**src/logic/bse_defs.vh**
```
// Constants, input vector layout and timing counts of the bistable block.
`ifndef BSE_DEFS_VH
`define BSE_DEFS_VH

// ****************************************************************
// Clock and timing
// ****************************************************************
`define BSE_CLK_PERIOD_NS 100
`define BSE_TRIG_MIN_NS 20
`define BSE_JK_STABLE_NS 25
`define BSE_TRIG_MIN_CYC_RAW \
  ((`BSE_TRIG_MIN_NS + `BSE_CLK_PERIOD_NS - 1) / `BSE_CLK_PERIOD_NS)
`define BSE_TRIG_MIN_CYC \
  ((`BSE_TRIG_MIN_CYC_RAW < 1) ? 1 : `BSE_TRIG_MIN_CYC_RAW)

// ****************************************************************
// Element indices
// ****************************************************************
`define BSE_NUM_EL 5
`define BSE_EL_MS 0
`define BSE_EL_DUAL_A 1
`define BSE_EL_DUAL_B 2
`define BSE_EL_ET 3
`define BSE_EL_D 4
`define BSE_MS_MASK 5'h07

// ****************************************************************
// Layout of the synchronised pin vector
// ****************************************************************
`define BSE_PIN_W 32
`define BSE_POS_TRIG 0
`define BSE_POS_S1N 5
`define BSE_POS_S2N 10
`define BSE_POS_MS_J 15
`define BSE_POS_MS_K 18
`define BSE_POS_DU_J 21
`define BSE_POS_DU_K 23
`define BSE_POS_ET_J 25
`define BSE_POS_ET_K 28
`define BSE_POS_D 31
`define BSE_PIN_RST 32'h0000_7FE0

`endif

```
**src/logic/bse_bistables.v**
```verilog
// Master-slave, dual, edge-triggered JK and D bistable elements.
`timescale 1ns/10ps
`include "bse_defs.vh"

module bse_bistables
(
  input wire CLK_SYS_I,
  input wire RST_N_I,
  input wire MS_TRIG_I,
  input wire [2:0] MS_J_I,
  input wire [2:0] MS_K_I,
  input wire MS_S1_N_I,
  input wire MS_S2_N_I,
  output wire MS_Q_O,
  output wire MS_QN_O,
  input wire [1:0] DUAL_TRIG_I,
  input wire [1:0] DUAL_J_I,
  input wire [1:0] DUAL_K_I,
  input wire [1:0] DUAL_S1_N_I,
  input wire [1:0] DUAL_S2_N_I,
  output wire [1:0] DUAL_Q_O,
  output wire [1:0] DUAL_QN_O,
  input wire ET_TRIG_I,
  input wire [2:0] ET_J_I,
  input wire [2:0] ET_K_I,
  input wire ET_S1_N_I,
  input wire ET_S2_N_I,
  output wire ET_Q_O,
  output wire ET_QN_O,
  input wire D_TRIG_I,
  input wire D_DATA_I,
  input wire D_S1_N_I,
  input wire D_S2_N_I,
  output wire D_Q_O,
  output wire D_QN_O
);

  localparam NEL = `BSE_NUM_EL;
  localparam PW = `BSE_PIN_W;
  localparam MIN_CYC_INT = `BSE_TRIG_MIN_CYC;
  localparam [1:0] MIN_CYC = MIN_CYC_INT[1:0];

  // ****************************************************************
  // Pin synchroniser
  // ****************************************************************
  // Every pin crosses into the system clock through three stages, and a
  // change is accepted only once stages two and three agree. All pins
  // share one pipe so J, K and trigger stay aligned to the cycle.
  // The price is four cycles of latency, and a pin must hold a level
  // for more than one cycle before it is seen at all.
  wire [PW-1:0] pin_raw;
  reg [PW-1:0] sync1_r;
  reg [PW-1:0] sync2_r;
  reg [PW-1:0] sync3_r;
  reg [PW-1:0] pin_r;
  reg [PW-1:0] pin_nxt;
  integer b;

  assign pin_raw = {D_DATA_I, ET_K_I, ET_J_I, DUAL_K_I, DUAL_J_I,
                    MS_K_I, MS_J_I,
                    D_S2_N_I, ET_S2_N_I, DUAL_S2_N_I, MS_S2_N_I,
                    D_S1_N_I, ET_S1_N_I, DUAL_S1_N_I, MS_S1_N_I,
                    D_TRIG_I, ET_TRIG_I, DUAL_TRIG_I, MS_TRIG_I};

  always @*
  begin
    pin_nxt = pin_r;
    for (b = 0; b < PW; b = b + 1)
    begin
      if (sync2_r[b] == sync3_r[b])
      begin
        pin_nxt[b] = sync3_r[b];
      end
    end
  end

  always @(posedge CLK_SYS_I)
  begin
    if (!RST_N_I)
    begin
      sync1_r <= `BSE_PIN_RST;
      sync2_r <= `BSE_PIN_RST;
      sync3_r <= `BSE_PIN_RST;
      pin_r <= `BSE_PIN_RST;
    end
    else
    begin
      sync1_r <= pin_raw;
      sync2_r <= sync1_r;
      sync3_r <= sync2_r;
      pin_r <= pin_nxt;
    end
  end

  // ****************************************************************
  // Effective J and K of each element
  // ****************************************************************
  wire [NEL-1:0] trig;
  wire [NEL-1:0] s1_n;
  wire [NEL-1:0] s2_n;
  wire [NEL-1:0] j_eff;
  wire [NEL-1:0] k_eff;
  wire [2:0] ms_j;
  wire [2:0] ms_k;
  wire [1:0] du_j;
  wire [1:0] du_k;
  wire [2:0] et_j;
  wire [2:0] et_k;
  wire d_in;

  assign trig = pin_r[`BSE_POS_TRIG +: NEL];
  assign s1_n = pin_r[`BSE_POS_S1N +: NEL];
  assign s2_n = pin_r[`BSE_POS_S2N +: NEL];
  assign ms_j = pin_r[`BSE_POS_MS_J +: 3];
  assign ms_k = pin_r[`BSE_POS_MS_K +: 3];
  assign du_j = pin_r[`BSE_POS_DU_J +: 2];
  assign du_k = pin_r[`BSE_POS_DU_K +: 2];
  assign et_j = pin_r[`BSE_POS_ET_J +: 3];
  assign et_k = pin_r[`BSE_POS_ET_K +: 3];
  assign d_in = pin_r[`BSE_POS_D];

  assign j_eff[`BSE_EL_MS] = &ms_j;
  assign k_eff[`BSE_EL_MS] = &ms_k;
  assign j_eff[`BSE_EL_DUAL_A] = du_j[0];
  assign k_eff[`BSE_EL_DUAL_A] = du_k[0];
  assign j_eff[`BSE_EL_DUAL_B] = du_j[1];
  assign k_eff[`BSE_EL_DUAL_B] = du_k[1];
  assign j_eff[`BSE_EL_ET] = et_j[0] & et_j[1] & ~et_j[2];
  assign k_eff[`BSE_EL_ET] = et_k[0] & et_k[1] & ~et_k[2];
  // The D element is a JK element whose K is the inverse of its J.
  assign j_eff[`BSE_EL_D] = d_in;
  assign k_eff[`BSE_EL_D] = ~d_in;

  // ****************************************************************
  // Trigger edges
  // ****************************************************************
  // Edges come from the filtered trigger, so a bounce shorter than the
  // filter never reaches an element as a false edge.
  reg [NEL-1:0] trig_d_r;
  wire [NEL-1:0] rise;
  wire [NEL-1:0] fall;

  assign rise = trig & ~trig_d_r;
  assign fall = ~trig & trig_d_r;

  always @(posedge CLK_SYS_I)
  begin
    if (!RST_N_I)
    begin
      trig_d_r <= {NEL{1'b0}};
    end
    else
    begin
      trig_d_r <= trig;
    end
  end

  // ****************************************************************
  // Bistable elements
  // ****************************************************************
  wire [NEL-1:0] q1;
  wire [NEL-1:0] q2;

  genvar g;
  generate
    for (g = 0; g < NEL; g = g + 1)
    begin : el
      localparam IS_MS = (`BSE_MS_MASK >> g) & 1;
      reg q_r;
      reg q_nxt;
      reg m_r;
      reg m_nxt;
      reg [1:0] cnt_r;
      reg [1:0] cnt_nxt;
      reg q1_r;
      reg q1_nxt;
      reg q2_r;
      reg q2_nxt;
      wire f1;
      wire f2;
      wire jk_val;

      assign f1 = ~s1_n[g];
      assign f2 = ~s2_n[g];
      // Hold, set, clear, or invert the stored state.
      assign jk_val = (j_eff[g] & ~q_r) | (~k_eff[g] & q_r);

      always @*
      begin
        q_nxt = q_r;
        m_nxt = m_r;
        cnt_nxt = cnt_r;
        if (f1 | f2)
        begin
          // Forcing overrides any trigger; both low keeps the old state.
          if (f1 & ~f2)
          begin
            q_nxt = 1'b0;
          end
          else if (f2 & ~f1)
          begin
            q_nxt = 1'b1;
          end
          m_nxt = q_nxt;
          cnt_nxt = 2'b00;
        end
        else if (IS_MS != 0)
        begin
          // Slave is frozen while trigger is high; master follows J/K,
          // so late changes during the pulse are taken up.
          if (trig[g])
          begin
            m_nxt = jk_val;
            if (cnt_r != 2'b11)
            begin
              cnt_nxt = cnt_r + 2'b01;
            end
          end
          else
          begin
            cnt_nxt = 2'b00;
          end
          // Gates closed at trailing edge, then master goes to slave.
          if (fall[g] && cnt_r >= MIN_CYC)
          begin
            q_nxt = m_r;
          end
        end
        else
        begin
          // Only the rising edge samples; a held-high trigger locks out J/K.
          if (rise[g])
          begin
            q_nxt = jk_val;
          end
        end
      end

      // Both-low forcing acts on the outputs only, so the stored state survives a
      // both-low period and returns once the direct inputs are released.
      always @*
      begin
        case ({f1, f2})
          2'b11:
          begin
            q1_nxt = 1'b1;
            q2_nxt = 1'b1;
          end
          2'b10:
          begin
            q1_nxt = 1'b0;
            q2_nxt = 1'b1;
          end
          2'b01:
          begin
            q1_nxt = 1'b1;
            q2_nxt = 1'b0;
          end
          default:
          begin
            q1_nxt = q_nxt;
            q2_nxt = ~q_nxt;
          end
        endcase
      end

      always @(posedge CLK_SYS_I)
      begin
        if (!RST_N_I)
        begin
          q_r <= 1'b0;
          m_r <= 1'b0;
          cnt_r <= 2'b00;
          q1_r <= 1'b0;
          q2_r <= 1'b1;
        end
        else
        begin
          q_r <= q_nxt;
          m_r <= m_nxt;
          cnt_r <= cnt_nxt;
          q1_r <= q1_nxt;
          q2_r <= q2_nxt;
        end
      end

      assign q1[g] = q1_r;
      assign q2[g] = q2_r;
    end
  endgenerate

  // ****************************************************************
  // Outputs
  // ****************************************************************
  assign MS_Q_O = q1[`BSE_EL_MS];
  assign MS_QN_O = q2[`BSE_EL_MS];
  assign DUAL_Q_O = {q1[`BSE_EL_DUAL_B], q1[`BSE_EL_DUAL_A]};
  assign DUAL_QN_O = {q2[`BSE_EL_DUAL_B], q2[`BSE_EL_DUAL_A]};
  assign ET_Q_O = q1[`BSE_EL_ET];
  assign ET_QN_O = q2[`BSE_EL_ET];
  assign D_Q_O = q1[`BSE_EL_D];
  assign D_QN_O = q2[`BSE_EL_D];

endmodule // bse_bistables

```
**config.mk**
```make
export PLATFORM = sky130hd
export DESIGN_NAME = bse_bistables
export DESIGN_NICKNAME = d
export VERILOG_FILES = /design/src/logic/bse_bistables.v
export VERILOG_INCLUDE_DIRS = /design/src /design/src/logic
export SDC_FILE = /design/constraint.sdc
export NUM_CORES = 1
export LEC_CHECK = 0
export ABC_CLOCK_PERIOD_IN_PS = 2300
export BUFFER_PORTS_ARGS = -buffer_cell sky130_fd_sc_hd__buf_4
export CORE_MARGIN = 1
export CORE_UTILIZATION = 60
export DETAILED_ROUTE_END_ITERATION = 6
export PLACE_DENSITY = 0.77
export SLEW_MARGIN = 20
export SYNTH_ARGS = -nofsm -noshare
export SYNTH_HDL_FRONTEND = slang
export SYNTH_SLANG_ARGS = --single-unit
export TNS_END_PERCENT = 1
```
**constraint.sdc**
```tcl
create_clock -name CLK_SYS_I -period 2.3 [get_ports CLK_SYS_I]
set_clock_uncertainty 0.05 [all_clocks]
set_input_delay 0.46 -clock CLK_SYS_I [delete_from_list [all_inputs] [get_ports CLK_SYS_I]]
set_output_delay 0.46 -clock CLK_SYS_I [all_outputs]
set_load 0.01 [all_outputs]
```
# After elaboration in Yosys (flattened, before gate mapping)
# Index checks and enable logic that the tools add are counted.
# totals
ff_bits	157
input_bits	34
# op_classes
n_addsub	3
n_lt_le_gt_ge	3
n_eq_ne	50
mux	36
bitwise	68
reduce_logical	21
# ops
operator	n
$eq A1 B1 Y1	32
$not A1 Y1	30
$mux W1	26
$and A1 B1 Y1	24
$eq A2 B2 Y1 const B	10
$pmux W1 S2	10
$reduce_or A2 Y1	10
$eq A2 B1 Y1 const B	5
$or A1 B1 Y1	10
$reduce_or A3 Y1	3
$add A2 B1 Y2 const B	3
$ge A2 B1 Y1 const B	3
$ne A2 B2 Y1 const B	3
$reduce_and A3 Y1	2
$reduce_bool A2 Y1	3
$and A5 B5 Y5	1
$not A5 Y5	1
$and A3 B3 Y3	1
$logic_and A1 B1 Y1	3
$not A3 Y3	1

# Logic depth before layout (Yosys ltp)
# depth
depth_word	9
depth_mapped	6
mapped_depth_nobuf	6

# Least setup slack after synthesis
# No wires, ideal clock.
# synth_path
kind	register to register
from	register el[1].cnt_r[0]
to	register el[1].q_r
t_arrival_ns	1.201
path_slack_ns	0.922
path_stages_with_launch	7
cell_sequence	dfxtp_1 inv_1 ha_1 nor3b_2 mux2_4 nand2_4 a21boi_2
# synth_via
elab_chain_cells	4
# synth_lines
item	line	text
start: declaration	bse_bistables.v:173	reg [1:0] cnt_r;
start signal: assignment	bse_bistables.v:281	cnt_r <= cnt_nxt;
$ge A2 B1 Y1	bse_bistables.v:224	if (fall[g] && cnt_r >= MIN_CYC)
$logic_and A1 B1 Y1	bse_bistables.v:224	
$mux W1	bse_bistables.v:224	
$mux W1	bse_bistables.v:193	if (f1 | f2)
end signal: assignment	bse_bistables.v:279	q_r <= q_nxt;
end: declaration	bse_bistables.v:169	reg q_r;
# No other way between the ends.
# A chain may end at the register's enable or synchronous reset.

# Final worst setup path
# layout_path
from	register el[0].cnt_r[0]
to	register el[0].q_r
# layout_via
elab_chain_cells	4
# layout_lines
item	line
start: declaration	bse_bistables.v:173
start signal: assignment	bse_bistables.v:281
$ge A2 B1 Y1	bse_bistables.v:224
$logic_and A1 B1 Y1	bse_bistables.v:224
$mux W1	bse_bistables.v:224
$mux W1	bse_bistables.v:193
end signal: assignment	bse_bistables.v:279
end: declaration	bse_bistables.v:169
# No other way between the ends.

==> summary.txt <==
Routing
  – First DRT Iteration DRCs: roughly 160
  – Vias per cell: about 5
  – Drt drc: 0
  – Total Wirelength: ~7.6 mm
  – WL/cell: around 12 um
  – Via Count: roughly 3100
  – Routed Antenna Nets: 0
  – First drt pass iteration count: 5

Placement
  – Post-detail-place hpwl: around 4.6 mm
  – GP Congestion: between 0.7 and 0.8
  – Buffers on Ports: 43

Clock network
  – Reg clk slew, reported paths: 60 ps
  – Hold buffer count at CTS: 0
  – Root buf cell: clkbuf_8
  – Max clock buf depth: 2
  – H-tree depth: 4
  – TritonCTS Buffers: 17
  – CTS sink count: approximately 160
  – Post-CTS sizing: 0
  – CTS tree: done
  – Clock Latency Late Sink: approximately 500 ps
  – Buffers inserted by post-CTS timing repair: 0

Critical path
  – Worst Setup Path Type: flop to flop
  – Critical Path Sink Type: flop
  – Critical path data arrival time: ~1800 ps
  – FF-to-FF setup slack: roughly 800 ps
  – Req. time, crit path: between 2000 and 3000 ps
  – FF-to-FF End: el[0].q_r$_SDFF_PN0_
  – R2R cell count: 6
  – Crit start category: flop
  – CP max FO: 3
  – Worst R2R Start: el[0].cnt_r[0]$_SDFFE_PP0P_

Yosys
  – FF+latch count, synth: approximately 160
  – Syn_nets: 505
  – Synth warn: 0
  – Syn Std Cell Area: 5030 um2
  – Count of different cell masters after synthesis: 33
  – Seq/Total Area, Yosys: 0.625
  – Post-Syn Instances: between 400 and 500
  – Mean post-synth cell area: ~11 um2

Finish
  – Layout net count: approximately 550
  – Utilization after layout: 0.735
  – Area growth syn-to-layout: 19.5%
  – Layout cells sized above 1: 0.183
  – Antenna fix cells: 0

Global routing
  – Met1 Use GR: 0.213
  – M2 GR Usage: 0.324
  – Total GRT Usage: 0.191
  – First-pass GRT wire length: 12.6 mm
  – Initial antenna violation count: 0
  – Grt total ovfl: 0
  – Most Crowded Layer GR: met2
  – Largest net degree at the start of global routing: 92
  – Vias in the first global route: ~3000
  – Met3 GRT Util: 0.0732

Power
  – LEAKAGE: about 0.0024 uW
  – Sequential Power Share: 0.491
  – Int Pwr: roughly 4600 uW
  – PD cells: 956 nW/um2
  – Design Power: about 5700 uW
  – VDD IR max: between 0.5 and 0.6 mV
  – Clock power share: 0.485
  – Switching power: 1150 uW
  – Logic pwr share: 0.024
  – Switching Fraction: 0.200

Die
  – Row cnt: 33
  – Die area: around 8800 um2
  – Starting Density: 0.615
  – Core Area: roughly 8000 um2
  – Die W: 93.6 um
  – Ports: 44
  – Die height: about 94 um

Run
  – Max Cap Violations: 0

Timing
  – Relative slew slack: 0.759
  – Final hold vios: 0
  – Final setup viols: 0
  – Final count of pins violating max slew: 0
  – Final min period: roughly 1500 ps
  – Slew @ Worst Pin: between 300 and 400 ps
  – RSZ-0062 raised after global routing: false
  – Maximum clock frequency: between 600 and 700 MHz
  – Fin crit share: 0.651
  – TNS Setup: 0 ps

Hold path
  – Min-Delay Endpoint: sync1_r[9]$_SDFF_PN1_
  – Worst min path class: input pin to flop
  – HP Start: D_S1_N_I
  – Hold path depth: 2

Outcome
  – Status: completed
-- worst max path at each step --
stage	startpoint	to	slack, ps	cells after the start
floorplan	el[1].cnt_r[0]$_SDFFE_PP0P_	el[1].q_r$_SDFF_PN0_	920	6
global placement	RST_N_I	el[1].cnt_r[0]$_SDFFE_PP0P_	850	4
detailed placement	RST_N_I	el[1].cnt_r[1]$_SDFFE_PP0P_	810	4
CTS	el[0].cnt_r[0]$_SDFFE_PP0P_	el[0].q_r$_SDFF_PN0_	790	6
global route	el[0].cnt_r[0]$_SDFFE_PP0P_	el[0].q_r$_SDFF_PN0_	730	6
finish	el[0].cnt_r[0]$_SDFFE_PP0P_	el[0].q_r$_SDFF_PN0_	800	6
-- cell usage in the layout (no fill, tap or decap), types with 2 or more instances in the layout --
cell / count
mux2i_1: 4
mux2_4: 3
nor3b_2: 3
dfxtp_1: 157
a21boi_1: 3
xor2_1: 3
a21oi_1: 14
buf_4: 44
o21ai_0: 40
clkinvlp_4: 3
clkbuf_16: 16
o21ai_1: 2
inv_1: 10
nand2_1: 28
ha_1: 6
nor2_1: 19
inv_6: 2
nand2b_1: 33
bufinv_16: 3
nand3_1: 2
and2_1: 69
nand4_1: 4
nand2_4: 2
a21boi_2: 6
clkbuf_8: 3
and2_2: 2
o211ai_1: 3
a21boi_0: 23
clkinv_4: 3
-- worst max-delay path, cell delays in order, from the launching register on --
cell and delay, ps:
dfxtp_1 370, inv_1 60, ha_1 210, nor3b_2 200
mux2_4 330, nand2_2 100, a21boi_2 60
-- kinds of logic (layout without fill, tap and decap cells) --
group / count (synthesis) / in the layout / share of synthesized area
AOI/OAI and AO/OA: 96 / 96 / 0.122
xor gates and xnor gates: 3 / 3 / 0.00522
adders and majority gates: 6 / 6 / 0.0149
buffers and inverters: 32 / 87 / 0.0291
DFF: 157 / 157 / 0.625
muxes: 7 / 7 / 0.0169
and+or+nand+nor: 164 / 164 / 0.188
-- synthesized netlist by cell type (all sizes together) --
cell,number,area share
a21boi,32,0.052
a21oi,14,0.014
a31oi,1,0.0012
and2,71,0.089
buf,13,0.015
clkbuf,9,0.0067
dfxtp,157,0.62
ha,6,0.015
inv,10,0.0075
mux2,3,0.0090
mux2i,4,0.0080
nand2,31,0.027
nand2b,33,0.041
nand3,2,0.0020
nand4,4,0.0050
nor2,19,0.014
nor3b,3,0.0075
nor4,1,0.0025
o211ai,3,0.0045
o21a,1,0.0015
o21ai,42,0.042
o21bai,1,0.0015
o311ai,1,0.0032
o31a,1,0.0017
xor2,3,0.0052
-- registers in the layout, indices dropped and copies added, names as in the netlist --
register,flops
D_QN_O,1
D_Q_O,1
ET_QN_O,1
ET_Q_O,1
MS_QN_O,1
MS_Q_O,1
el.cnt_r,6
el.m_r,3
el.q1_r,2
el.q2_r,2
el.q_r,5
pin_r,32
sync1_r,32
sync2_r,32
sync3_r,32
trig_d_r,5
-- layout make-up --
| type | instances | area [um2] |
|---|---|---|
| inverters | 10 | 37.5 |
| multi-input cells | 276 | 1740 |
| repair buffers | 45 | 350 |
| well taps | 105 | 131 |
| fillers | 585 | 2160 |
| flip-flops and latches | 157 | 3140 |
| clock inverters | 12 | 161 |
| clock buffers | 20 | 445 |
-- per-stage QoR --
stage	instance area, um2	setup slack [ps]	hold WS, ps	instances
3_3_place_gp	5400	850	340	593
2_1_floorplan	5030	922	336	465
6_report	6010	802	74.1	625
5_1_grt	6010	726	52.2	625
4_1_cts	6010	788	55.8	625
3_5_place_dp	5400	807	348	593
-- power by group through the flow --
stage,clock network (uW),logic [uW],registers [uW]
2_1_floorplan,0,86.4,2870
3_3_place_gp,0,137,2870
3_5_place_dp,0,140,2880
4_1_cts,2840,141,2820
5_1_grt,2960,156,2820
6_report,2790,138,2820
-- routing by layer --
metal	part of all wire	up-vias
li1	-	1598
met1	0.45	1467
met2	0.50	51
met3	0.035	9
met4	0.012	0
met5	0	-
Power figures use the tool's default switching activity.
